===== src/hdl/panel_ctrl_map.svh =====
`ifndef PANEL_CTRL_MAP_SVH
`define PANEL_CTRL_MAP_SVH
// Register offsets
`define ADDR_FLIP        8'h90
`define ADDR_DRIVE       8'h93
`define ADDR_SECOND_OE   8'hae
`define ADDR_GATE_MOD_OE 8'haf
`define ADDR_DIM_CTRL    8'hb0
`define ADDR_DIM_DUTY    8'hb1
`define ADDR_VCOM        8'hf0
`define ADDR_HALF        8'hfa
`define ADDR_GAMMA       8'hfd
// Reset values
`define RST_FLIP         8'hff
`define RST_DRIVE        8'hff
`define RST_SECOND_OE    7'h54
`define RST_GATE_MOD_OE  8'h70
`define RST_DIM_CTRL     8'h00
`define RST_DIM_DUTY     8'hff
`define RST_VCOM         8'hc8
`define RST_HALF         5'h0a
`define RST_GAMMA        8'h0f
// Field positions
`define FLIP_BIT         1
`define STAGGERED_DRIVE_SELECT_BIT       6
`define STAGGERED_LAYOUT_TYPE_BIT        5
`define FORCE_BIT        2
`define UPPER_MSB        4
`define LOWER_LSB        5
// Code limits and voltage steps in mV
`define SECOND_OE_MIN    7'h02
`define HALF_SAT         5'h15
`define LOWER_SAT        3'h6
`define VCOM_BASE_MV     12'h5dc
`define VCOM_STEP_MV     12'h00a
`define HALF_BASE_MV     13'h0d7a
`define HALF_STEP_MV     13'h004b
`define UPPER_BASE_MV    14'h1a2c
`define LOWER_BASE_MV    10'h0c8
`define REF_STEP_MV      14'h0064
// Backlight duty limits, ff is 100 %
`define DUTY_FULL        8'hff
`define UI_FLOOR         8'he6
`define STILL_FLOOR      8'h99
`define STILL_CEIL       8'he6
`define MOVE_FLOOR       8'h40
`define MOVE_CEIL        8'hb2
// Timing
`define UI_PER_UNIT      12
`define PANEL_LINES      1920
`endif


===== src/hdl/panel_ctrl_pkg.sv =====
package panel_ctrl_pkg;

  // One register access from either host link
  typedef struct packed {
    logic       wr;
    logic       rd;
    logic [7:0] addr;
    logic [7:0] wdata;
  } reg_req_t;

  typedef enum logic [1:0] {
    DIM_OFF, DIM_UI, DIM_STILL, DIM_MOVING
  } dim_mode_t;

  typedef enum logic [1:0] {
    DRV_COLUMN, DRV_STAG0, DRV_STAG1
  } drive_mode_t;

  // Analog selections expressed in mV
  typedef struct packed {
    logic [11:0] vcom_mv;
    logic [12:0] half_mv;
    logic [13:0] upper_mv;
    logic [9:0]  lower_mv;
  } volt_sel_t;

endpackage


===== src/hdl/backlight_pwm.sv =====
`timescale 1ns/1ns
module backlight_pwm (
  input  wire logic       i_ref_clk,
  input  wire logic       i_rst_n,
  input  wire logic       i_tick,
  input  wire logic [7:0] i_duty,
  output logic            o_pwm
);

  logic [7:0] cnt_ff;

  // Period of 255 ticks so duty ff stays high all the time
  always_ff @(posedge i_ref_clk) begin
    if (!i_rst_n) begin
      cnt_ff <= 8'h00;
    end else if (i_tick) begin
      cnt_ff <= (cnt_ff == 8'hfe) ? 8'h00 : cnt_ff + 8'h01;
    end
  end

  // Output stage
  always_ff @(posedge i_ref_clk) begin
    if (!i_rst_n) begin
      o_pwm <= 1'b1;
    end else begin
      o_pwm <= (cnt_ff < i_duty);
    end
  end

endmodule


===== src/hdl/oe_pulse_gen.sv =====
`timescale 1ns/1ns
module oe_pulse_gen #(
  parameter int CNT_W = 8
) (
  input  wire logic             i_ref_clk,
  input  wire logic             i_rst_n,
  input  wire logic             i_unit_tick,
  input  wire logic             i_start,
  input  wire logic [CNT_W-1:0] i_units,
  output logic                  o_pulse
);

  logic [CNT_W-1:0] cnt_ff;

  // Holds the pulse for i_units unit ticks
  always_ff @(posedge i_ref_clk) begin
    if (!i_rst_n) begin
      cnt_ff  <= '0;
      o_pulse <= 1'b0;
    end else if (i_start) begin
      cnt_ff  <= i_units;
      o_pulse <= (i_units != '0);
    end else if (i_unit_tick && o_pulse) begin
      cnt_ff  <= cnt_ff - 1'b1;
      o_pulse <= (cnt_ff != {{(CNT_W-1){1'b0}}, 1'b1});
    end
  end

endmodule


===== src/hdl/panel_timing_voltage_backlight_ctrl.sv =====
`timescale 1ns/1ns
`include "panel_ctrl_map.svh"
// Contract
// - Second OE width code 7 bits, 2n x 12UI, codes 0,1 unsupported, reset 54h.
// - Gate modulation OE width code 8 bits, n x 12UI, reset 70h.
// - Common electrode code 8 bits, 1.50 V plus 10 mV per code, reset C8h.
// - Half supply code 5 bits, 3.45 V plus 75 mV, saturates from 15h.
// - Upper ref 6.7 V plus 100 mV; lower 0.2 V plus 100 mV, saturates 0.8 V.
// - Upper ref in bits 4..0, lower ref in bits 7..5, reset 0Fh.
// - Backlight PWM output derived from content adaptive algorithm.
// - Four dimming modes chosen by register and pin: off, UI, still, moving.
// - Off mode keeps plain gamma; without forced duty PWM is 100 %.
// - UI mode keeps quality, reduction at most 10 %.
// - Still mode estimates duty per image, reduction between 10 and 40 %.
// - Moving mode aims for largest reduction, above 30 %.
// - Staggered bit 0 gives column drive; at 1 layout bit picks type.
// - Vertical flip 1 scans gate lines from last line down to first.
// - Each register one byte, read/write, same address on both links.
// - Staggered drive and layout type both reset to 1.
module panel_timing_voltage_backlight_ctrl #(
  parameter int CLK_PER_UNIT = `UI_PER_UNIT,
  parameter int PWM_DIV      = 4,
  parameter int LINES        = `PANEL_LINES
) (
  input  wire logic                      i_ref_clk,
  input  wire logic                      i_rst_n,
  input  wire panel_ctrl_pkg::reg_req_t  i_dsi_req,
  input  wire panel_ctrl_pkg::reg_req_t  i_i2c_req,
  output logic [7:0]                     o_reg_rdata,
  output logic                           o_reg_rvalid,
  input  wire logic                      i_dim_pin_en,
  input  wire logic                      i_frame_start,
  input  wire logic                      i_line_start,
  input  wire logic                      i_pix_valid,
  input  wire logic [7:0]                i_pix_luma,
  output logic                           o_second_oe,
  output logic                           o_gate_mod_oe,
  output logic [7:0]                     o_second_oe_units,
  output panel_ctrl_pkg::volt_sel_t      o_volt,
  output panel_ctrl_pkg::drive_mode_t    o_drive_mode,
  output logic                           o_vertical_flip,
  output logic [10:0]                    o_gate_line,
  output panel_ctrl_pkg::dim_mode_t      o_dim_mode,
  output logic                           o_gamma_adjust,
  output logic [7:0]                     o_backlight_duty,
  output logic                           o_backlight_pwm_out
);

  ////////////////////////////////////////////////////////////////////////////
  // Register file

  localparam int NREG = 9;

  logic [6:0]                second_oe_pulse_width_ff;
  logic [7:0]                gate_mod_oe_width_ff;
  logic [7:0]                common_electrode_code_ff;
  logic [4:0]                half_supply_code_ff;
  logic [7:0]                gamma_ref_ff;
  logic [7:0]                flip_reg_ff;
  logic [7:0]                drive_reg_ff;
  logic [7:0]                dim_ctrl_ff;
  logic [7:0]                dim_duty_ff;
  panel_ctrl_pkg::reg_req_t  req;
  logic [NREG-1:0]           hit;
  logic [7:0]                nxt_rdata;

  // Maps an offset to a one-hot register select
  function automatic logic [NREG-1:0] reg_sel(input logic [7:0] addr);
    logic [NREG-1:0] s;
    s = '0;
    if (addr == `ADDR_SECOND_OE) begin
      s[0] = 1'b1;
    end else if (addr == `ADDR_GATE_MOD_OE) begin
      s[1] = 1'b1;
    end else if (addr == `ADDR_VCOM) begin
      s[2] = 1'b1;
    end else if (addr == `ADDR_HALF) begin
      s[3] = 1'b1;
    end else if (addr == `ADDR_GAMMA) begin
      s[4] = 1'b1;
    end else if (addr == `ADDR_FLIP) begin
      s[5] = 1'b1;
    end else if (addr == `ADDR_DRIVE) begin
      s[6] = 1'b1;
    end else if (addr == `ADDR_DIM_CTRL) begin
      s[7] = 1'b1;
    end else if (addr == `ADDR_DIM_DUTY) begin
      s[8] = 1'b1;
    end
    return s;
  endfunction

  // Serial link wins when both links access in one cycle
  always_comb begin
    req = (i_dsi_req.wr || i_dsi_req.rd) ? i_dsi_req : i_i2c_req;
    hit = reg_sel(req.addr);
  end

  // Timing registers
  always_ff @(posedge i_ref_clk) begin
    if (!i_rst_n) begin
      second_oe_pulse_width_ff <= `RST_SECOND_OE;
      gate_mod_oe_width_ff     <= `RST_GATE_MOD_OE;
    end else if (req.wr) begin
      // Unsupported codes 00h and 01h are dropped
      if (hit[0] && (req.wdata[6:0] >= `SECOND_OE_MIN)) begin
        second_oe_pulse_width_ff <= req.wdata[6:0];
      end
      if (hit[1]) begin
        gate_mod_oe_width_ff <= req.wdata;
      end
    end
  end

  // Voltage selection registers
  always_ff @(posedge i_ref_clk) begin
    if (!i_rst_n) begin
      common_electrode_code_ff <= `RST_VCOM;
      half_supply_code_ff      <= `RST_HALF;
      gamma_ref_ff             <= `RST_GAMMA;
    end else if (req.wr) begin
      if (hit[2]) begin
        common_electrode_code_ff <= req.wdata;
      end
      if (hit[3]) begin
        half_supply_code_ff <= req.wdata[4:0];
      end
      if (hit[4]) begin
        gamma_ref_ff <= req.wdata;
      end
    end
  end

  // Panel drive and dimming registers
  always_ff @(posedge i_ref_clk) begin
    if (!i_rst_n) begin
      flip_reg_ff  <= `RST_FLIP;
      drive_reg_ff <= `RST_DRIVE;
      dim_ctrl_ff  <= `RST_DIM_CTRL;
      dim_duty_ff  <= `RST_DIM_DUTY;
    end else if (req.wr) begin
      if (hit[5]) begin
        flip_reg_ff <= req.wdata;
      end
      if (hit[6]) begin
        drive_reg_ff <= req.wdata;
      end
      if (hit[7]) begin
        dim_ctrl_ff <= {5'h00, req.wdata[2:0]};
      end
      if (hit[8]) begin
        dim_duty_ff <= req.wdata;
      end
    end
  end

  // Read data, unmapped offsets read zero
  always_comb begin
    nxt_rdata = 8'h00;
    if (hit[0]) begin
      nxt_rdata = {1'b0, second_oe_pulse_width_ff};
    end else if (hit[1]) begin
      nxt_rdata = gate_mod_oe_width_ff;
    end else if (hit[2]) begin
      nxt_rdata = common_electrode_code_ff;
    end else if (hit[3]) begin
      nxt_rdata = {3'h0, half_supply_code_ff};
    end else if (hit[4]) begin
      nxt_rdata = gamma_ref_ff;
    end else if (hit[5]) begin
      nxt_rdata = flip_reg_ff;
    end else if (hit[6]) begin
      nxt_rdata = drive_reg_ff;
    end else if (hit[7]) begin
      nxt_rdata = dim_ctrl_ff;
    end else if (hit[8]) begin
      nxt_rdata = dim_duty_ff;
    end
  end

  // Read answer one cycle after the request
  always_ff @(posedge i_ref_clk) begin
    if (!i_rst_n) begin
      o_reg_rdata  <= 8'h00;
      o_reg_rvalid <= 1'b0;
    end else begin
      o_reg_rvalid <= req.rd && !req.wr;
      if (req.rd && !req.wr) begin
        o_reg_rdata <= nxt_rdata;
      end
    end
  end

  ////////////////////////////////////////////////////////////////////////////
  // Output enable pulses in units of 12 UI

  logic [15:0] unit_div_ff;
  logic        unit_tick;
  logic [7:0]  oe_units [2];

  assign unit_tick = (unit_div_ff == 16'(CLK_PER_UNIT - 1));

  // Unit tick divider
  always_ff @(posedge i_ref_clk) begin
    if (!i_rst_n || i_line_start || unit_tick) begin
      unit_div_ff <= 16'h0000;
    end else begin
      unit_div_ff <= unit_div_ff + 16'h0001;
    end
  end

  // Second OE is twice the code, modulation OE is the code
  always_comb begin
    oe_units[0] = {second_oe_pulse_width_ff, 1'b0};
    oe_units[1] = gate_mod_oe_width_ff;
  end

  // Width reported for the second output enable
  always_ff @(posedge i_ref_clk) begin
    if (!i_rst_n) begin
      o_second_oe_units <= 8'h00;
    end else begin
      o_second_oe_units <= oe_units[0];
    end
  end

  logic [1:0] oe_pulse;

  // One pulse generator per output enable
  genvar g;
  generate
    for (g = 0; g < 2; g++) begin : g_oe
      oe_pulse_gen #(
        .CNT_W (8)
      ) u_oe (
        .i_ref_clk   (i_ref_clk),
        .i_rst_n     (i_rst_n),
        .i_unit_tick (unit_tick),
        .i_start     (i_line_start),
        .i_units     (oe_units[g]),
        .o_pulse     (oe_pulse[g])
      );
    end
  endgenerate

  assign o_second_oe   = oe_pulse[0];
  assign o_gate_mod_oe = oe_pulse[1];

  ////////////////////////////////////////////////////////////////////////////
  // Voltage selections in mV

  // Saturates a code at a ceiling
  function automatic logic [4:0] sat5(input logic [4:0] c,
                                      input logic [4:0] lim);
    return (c > lim) ? lim : c;
  endfunction

  logic [4:0] half_eff;
  logic [4:0] lower_eff;

  always_comb begin
    half_eff  = sat5(half_supply_code_ff, `HALF_SAT);
    lower_eff = sat5({2'b00, gamma_ref_ff[7:`LOWER_LSB]},
                     {2'b00, `LOWER_SAT});
  end

  // Registered voltage codes
  always_ff @(posedge i_ref_clk) begin
    if (!i_rst_n) begin
      o_volt <= '0;
    end else begin
      o_volt.vcom_mv  <= `VCOM_BASE_MV
                         + 12'(common_electrode_code_ff * `VCOM_STEP_MV);
      o_volt.half_mv  <= `HALF_BASE_MV
                         + 13'(half_eff * `HALF_STEP_MV);
      o_volt.upper_mv <= `UPPER_BASE_MV
                         + 14'(gamma_ref_ff[`UPPER_MSB:0] * `REF_STEP_MV);
      o_volt.lower_mv <= `LOWER_BASE_MV
                         + 10'(lower_eff * `REF_STEP_MV);
    end
  end

  ////////////////////////////////////////////////////////////////////////////
  // Panel drive method and gate scan

  logic        scan_down_ff;
  logic [10:0] last_line;

  assign last_line = 11'(LINES);

  // Drive method from staggered and layout bits
  always_ff @(posedge i_ref_clk) begin
    if (!i_rst_n) begin
      o_drive_mode    <= panel_ctrl_pkg::DRV_STAG1;
      o_vertical_flip <= 1'b1;
    end else begin
      o_vertical_flip <= flip_reg_ff[`FLIP_BIT];
      if (!drive_reg_ff[`STAGGERED_DRIVE_SELECT_BIT]) begin
        o_drive_mode <= panel_ctrl_pkg::DRV_COLUMN;
      end else if (drive_reg_ff[`STAGGERED_LAYOUT_TYPE_BIT]) begin
        o_drive_mode <= panel_ctrl_pkg::DRV_STAG1;
      end else begin
        o_drive_mode <= panel_ctrl_pkg::DRV_STAG0;
      end
    end
  end

  // Gate line counter, direction taken at frame start
  always_ff @(posedge i_ref_clk) begin
    if (!i_rst_n) begin
      scan_down_ff <= 1'b1;
      o_gate_line  <= 11'h000;
    end else if (i_frame_start) begin
      scan_down_ff <= flip_reg_ff[`FLIP_BIT];
      o_gate_line  <= flip_reg_ff[`FLIP_BIT] ? last_line
                                             : 11'h001;
    end else if (i_line_start) begin
      if (scan_down_ff && (o_gate_line > 11'h001)) begin
        o_gate_line <= o_gate_line - 11'h001;
      end else if (!scan_down_ff && (o_gate_line < last_line)) begin
        o_gate_line <= o_gate_line + 11'h001;
      end
    end
  end

  ////////////////////////////////////////////////////////////////////////////
  // Content adaptive dimming

  panel_ctrl_pkg::dim_mode_t mode;
  logic [7:0]                peak_ff;
  logic [7:0]                content_duty;
  logic [7:0]                nxt_duty;

  // Clamps a value into a window
  function automatic logic [7:0] clamp8(input logic [7:0] v,
                                        input logic [7:0] lo,
                                        input logic [7:0] hi);
    logic [7:0] r;
    r = v;
    if (v < lo) begin
      r = lo;
    end else if (v > hi) begin
      r = hi;
    end
    return r;
  endfunction

  // Pin enables the register mode, otherwise off
  always_comb begin
    mode = i_dim_pin_en ? panel_ctrl_pkg::dim_mode_t'(dim_ctrl_ff[1:0])
                        : panel_ctrl_pkg::DIM_OFF;
  end

  // Frame peak luminance
  always_ff @(posedge i_ref_clk) begin
    if (!i_rst_n || i_frame_start) begin
      peak_ff <= 8'h00;
    end else if (i_pix_valid && (i_pix_luma > peak_ff)) begin
      peak_ff <= i_pix_luma;
    end
  end

  // Duty from the last frame content per mode
  always_comb begin
    case (mode)
      panel_ctrl_pkg::DIM_UI: begin
        content_duty = clamp8(peak_ff, `UI_FLOOR, `DUTY_FULL);
      end
      panel_ctrl_pkg::DIM_STILL: begin
        content_duty = clamp8(peak_ff, `STILL_FLOOR,
                              `STILL_CEIL);
      end
      panel_ctrl_pkg::DIM_MOVING: begin
        content_duty = clamp8(peak_ff, `MOVE_FLOOR,
                              `MOVE_CEIL);
      end
      default: begin
        content_duty = `DUTY_FULL;
      end
    endcase
    nxt_duty = dim_ctrl_ff[`FORCE_BIT] ? dim_duty_ff : content_duty;
  end

  // Duty and mode change only at frame start
  always_ff @(posedge i_ref_clk) begin
    if (!i_rst_n) begin
      o_backlight_duty <= `DUTY_FULL;
      o_dim_mode       <= panel_ctrl_pkg::DIM_OFF;
      o_gamma_adjust   <= 1'b0;
    end else if (i_frame_start) begin
      o_backlight_duty <= nxt_duty;
      o_dim_mode       <= mode;
      o_gamma_adjust   <= (mode != panel_ctrl_pkg::DIM_OFF);
    end
  end

  logic [15:0] pwm_div_ff;
  logic        pwm_tick;

  assign pwm_tick = (pwm_div_ff == 16'(PWM_DIV - 1));

  // PWM step divider
  always_ff @(posedge i_ref_clk) begin
    if (!i_rst_n || pwm_tick) begin
      pwm_div_ff <= 16'h0000;
    end else begin
      pwm_div_ff <= pwm_div_ff + 16'h0001;
    end
  end

  backlight_pwm u_pwm (
    .i_ref_clk (i_ref_clk),
    .i_rst_n   (i_rst_n),
    .i_tick    (pwm_tick),
    .i_duty    (o_backlight_duty),
    .o_pwm     (o_backlight_pwm_out)
  );

endmodule


===== config.mk =====
export PLATFORM = sky130hd
export DESIGN_NAME = panel_timing_voltage_backlight_ctrl
export DESIGN_NICKNAME = d
export VERILOG_FILES = /design/src/hdl/panel_ctrl_pkg.sv /design/src/hdl/backlight_pwm.sv /design/src/hdl/oe_pulse_gen.sv /design/src/hdl/panel_timing_voltage_backlight_ctrl.sv
export VERILOG_INCLUDE_DIRS = /design/src /design/src/hdl
export SDC_FILE = /design/constraint.sdc
export NUM_CORES = 1
export LEC_CHECK = 0
export ABC_AREA = 1
export BUFFER_PORTS_ARGS = -buffer_cell sky130_fd_sc_hd__clkbuf_2
export CAP_MARGIN = 40
export CORE_ASPECT_RATIO = 0.9
export CORE_UTILIZATION = 35
export CTS_CLUSTER_DIAMETER = 100
export CTS_CLUSTER_SIZE = 20
export DETAILED_ROUTE_END_ITERATION = 12
export PLACE_DENSITY_LB_ADDON = 0.05
export SYNTH_ARGS = -nofsm -noshare
export SYNTH_HDL_FRONTEND = slang
export SYNTH_SLANG_ARGS = --single-unit

===== constraint.sdc =====
create_clock -name i_ref_clk -period 8 [get_ports i_ref_clk]
set_input_delay 0.8 -clock i_ref_clk [delete_from_list [all_inputs] [get_ports i_ref_clk]]
set_output_delay 0.8 -clock i_ref_clk [all_outputs]
set_load 0.05 [all_outputs]

==> results.ini <==
[setup_path]
reg2reg_from=half_supply_code_ff[4]
critPathLaunchType=flop
criticalPathCategory=flop to flop
cp.required_ns=8.37
rrSetupSlack_ns=4.07
cp_max_fo=9
crit_start=half_supply_code_ff[4]
cp.arrival_ns=4.30
crit_path_end_kind=flop
rr_endpoint=o_volt[36]
rr_worst_depth=18

[timing]
maxSlewViolCount=0
fin_crit_sh=0.4910
hold_viol=0
worstMarginPinSlew_ns=0.8201
tns_ns=0
fmax_ghz=0.2546
setup-violations-final=0
rsz0062_at_grt=no
relSlewSlack=0.4525
period_minus_slack_ns=3.928
skew_ns=0.01597

[global_routing]
track_usage=0.1901
grt_pass1_wl_um=52360
globalRoute.totalOverflow=0
antenna_found_initial=0
first_global_vias=9885
grt_max_degree=68

[synth]
synth_edf_count=0
synth_area_per_cell_um2=7.277
yosysWarnings=0
yosysUniqueCellTypes=52
synth_cells=1603
ys.flop_type=dfxtp_1
syn_area_um2=11660
async_flop_share=0
ys_seq_area_frac=0.3707
ys_seq_elements=216

[die]
die_h_um=175.2
core_area_um2=32870
dieArea_um2=34060
die_w_um=194.4
initial_utilization=0.3549
io_pins=144
rows=63

[routing]
vias=10480
first_iter_violations=564
drtAntennaViolNets=0
detail_route.vias_per_cell=4.883
detailedRoute.firstPassIterationCount=5
drc=0
wire_per_inst_um=15.12
drt-total-wl_um=32460

[clock_network]
cts_tree=built
cts_setup_buffers=0
htreeDepth=1
cts_sinks=216
cts.clk_slew.worst_paths_ns=0.09
clock_path_buffers=3
cts_buffers=14
cts-root-buf=clkbuf_16
post_cts_resized=0
cts_hold_buf=0
clk_latency_ns=0.49

[min_path]
holdPathStages=1
whs_endpoint=o_drive_mode[0]
hold_path.startpoint=drive_reg_ff[5]
hp-class=flop to flop

[final_layout]
final_net_count=1866
area.growth.synth_to_final_pct=12.69
n_antenna_cell=0
fillers=3516
drive_gt1_frac=0.1258

[power_and_ir_drop]
pwr-share-seq=0.517
power.switching_uw=636.2
switching_share=0.2924
leakage_nw=6.215
pwr_density_cell_nw_per_um2=165.5
intPower_mw=1.539
total_power_mw=2.175
combPwrFrac=0.145
clockPowerShare=0.338
vdd_drop_max_mv=0.09565

[run_status]
status=finished, final reports clean

[placed_design]
hpwlAfterDp_um=24480
finalWeightedCongestion=0.8610
numPortBuffers=137

[flow_run]
maxCapViolCount=0

## final cells by class
class                           count  area (um^2)  area share
Clock buffer                       17        402.9     0.03065
Tap cell                          422        528.0     0.04017
Sequential cell                   216         4324      0.3290
Multi-Input combinational cell   1129         6317      0.4806
Timing Repair Buffer              142        743.2     0.05654
Inverter                          221        829.5     0.06311
## logic make-up after synthesis
family | share of synthesized area
AND/OR/NAND/NOR | 0.2500
AO/OA/AOI/OAI | 0.1654
buffers and inverters | 0.08935
flip-flops | 0.3707
adder cells (fa/ha/maj) | 0.1032
XOR/XNOR | 0.02102
other | 0.0003215
## layer usage
layer	share of wire	GRT usage
met5	0	0
met4	0.012	0.03108
met3	0.042	0.02779
met2	0.43	0.2985
met1	0.52	0.2774
## stage by stage
stage	hold WS, ns	area (um^2)	util	setup slack, ns	std cells
after floorplan	0.4013	11680	-	4.708	1608
after global placement	0.4194	12700	0.3864	4.123	2127
after detailed placement	0.4253	12740	0.3877	4.098	2130
after CTS	0.4328	13150	0.3999	4.074	2147
after global routing	0.4587	13150	0.3999	3.628	2147
final	0.4295	13150	0.3999	4.072	2147
## placed cells by master (no fill, tap or decap), types with 25 or more instances in the layout
cell type,count
nor2_1,120
o21ai_0,114
ha_1,85
nand3_1,75
a21oi_1,161
dfxtp_1,216
nor3_1,25
clkbuf_2,136
nand2_1,338
nand4_1,27
inv_1,206
## registers in the layout (all words and copies together), names as in the netlist, 11 cells and up
name and flops:
o_volt 44, g_oe.u_oe.cnt_ff 16, pwm_div_ff 16, unit_div_ff 16, o_gate_line 11
## critical path: stages (launching register included)
cell and delay, ns:
dfxtp_1 0.55, inv_1 0.25, a21oi_1 0.22, nor2_1 0.08, inv_1 0.14, ha_1 0.26
ha_1 0.18, inv_1 0.07, fa_1 0.46, inv_1 0.08, ha_1 0.22, nand2_1 0.06
nor2_1 0.04, a211oi_1 0.32, o21ai_0 0.21, a21boi_0 0.32, o21ai_0 0.15, o21ai_0 0.16
a21oi_1 0.05
## synthesized netlist by cell type, types with 2 or more instances
master | count | area share
o21ai_1 | 14 | 0.0060
o21ai_0 | 114 | 0.049
a211oi_1 | 9 | 0.0058
nand3_2 | 2 | 0.0017
nand2_4 | 6 | 0.0058
nor4_1 | 13 | 0.0070
nor2_2 | 4 | 0.0021
nor2_1 | 120 | 0.039
nand4_1 | 27 | 0.014
a21oi_1 | 161 | 0.069
xor2_1 | 17 | 0.013
o22ai_1 | 4 | 0.0021
nand2_2 | 8 | 0.0043
nor3_1 | 25 | 0.011
o21a_1 | 8 | 0.0051
inv_2 | 14 | 0.0045
inv_1 | 207 | 0.067
a22oi_1 | 3 | 0.0019
ha_1 | 85 | 0.091
clkbuf_1 | 23 | 0.0074
xnor2_1 | 11 | 0.0083
buf_2 | 2 | 0.00086
buf_4 | 8 | 0.0051
buf_1 | 6 | 0.0019
o21bai_1 | 2 | 0.0013
fa_1 | 7 | 0.012
o221ai_1 | 6 | 0.0045
and3_1 | 2 | 0.0011
nand3_1 | 75 | 0.032
a21o_1 | 2 | 0.0013
or2_2 | 9 | 0.0048
o31ai_1 | 4 | 0.0026
nor2_4 | 8 | 0.0077
o211ai_1 | 12 | 0.0077
buf_6 | 3 | 0.0029
nand2_1 | 338 | 0.11
dfxtp_1 | 216 | 0.37
nand3b_1 | 4 | 0.0026
a31oi_1 | 6 | 0.0032
nor3b_1 | 6 | 0.0039
## how the worst max path moves through the flow
stage	cells past startpoint	end	slack (ns)
after floorplan	18	o_volt[36]	4.71
after global placement	18	o_volt[36]	4.12
after detailed placement	18	o_volt[36]	4.10
after CTS	18	o_volt[36]	4.07
after global routing	18	o_volt[36]	3.63
final	18	o_volt[36]	4.07
## power groups by stage
stage | logic, mW | clock network, mW | registers, mW
6_report | 0.316 | 0.735 | 1.12
5_1_grt | 0.350 | 0.806 | 1.13
4_1_cts | 0.318 | 0.777 | 1.12
3_5_place_dp | 0.318 | 0 | 1.15
3_3_place_gp | 0.314 | 0 | 1.15
2_1_floorplan | 0.168 | 0 | 1.21
Note: power is estimated with default switching activity, not from simulation.
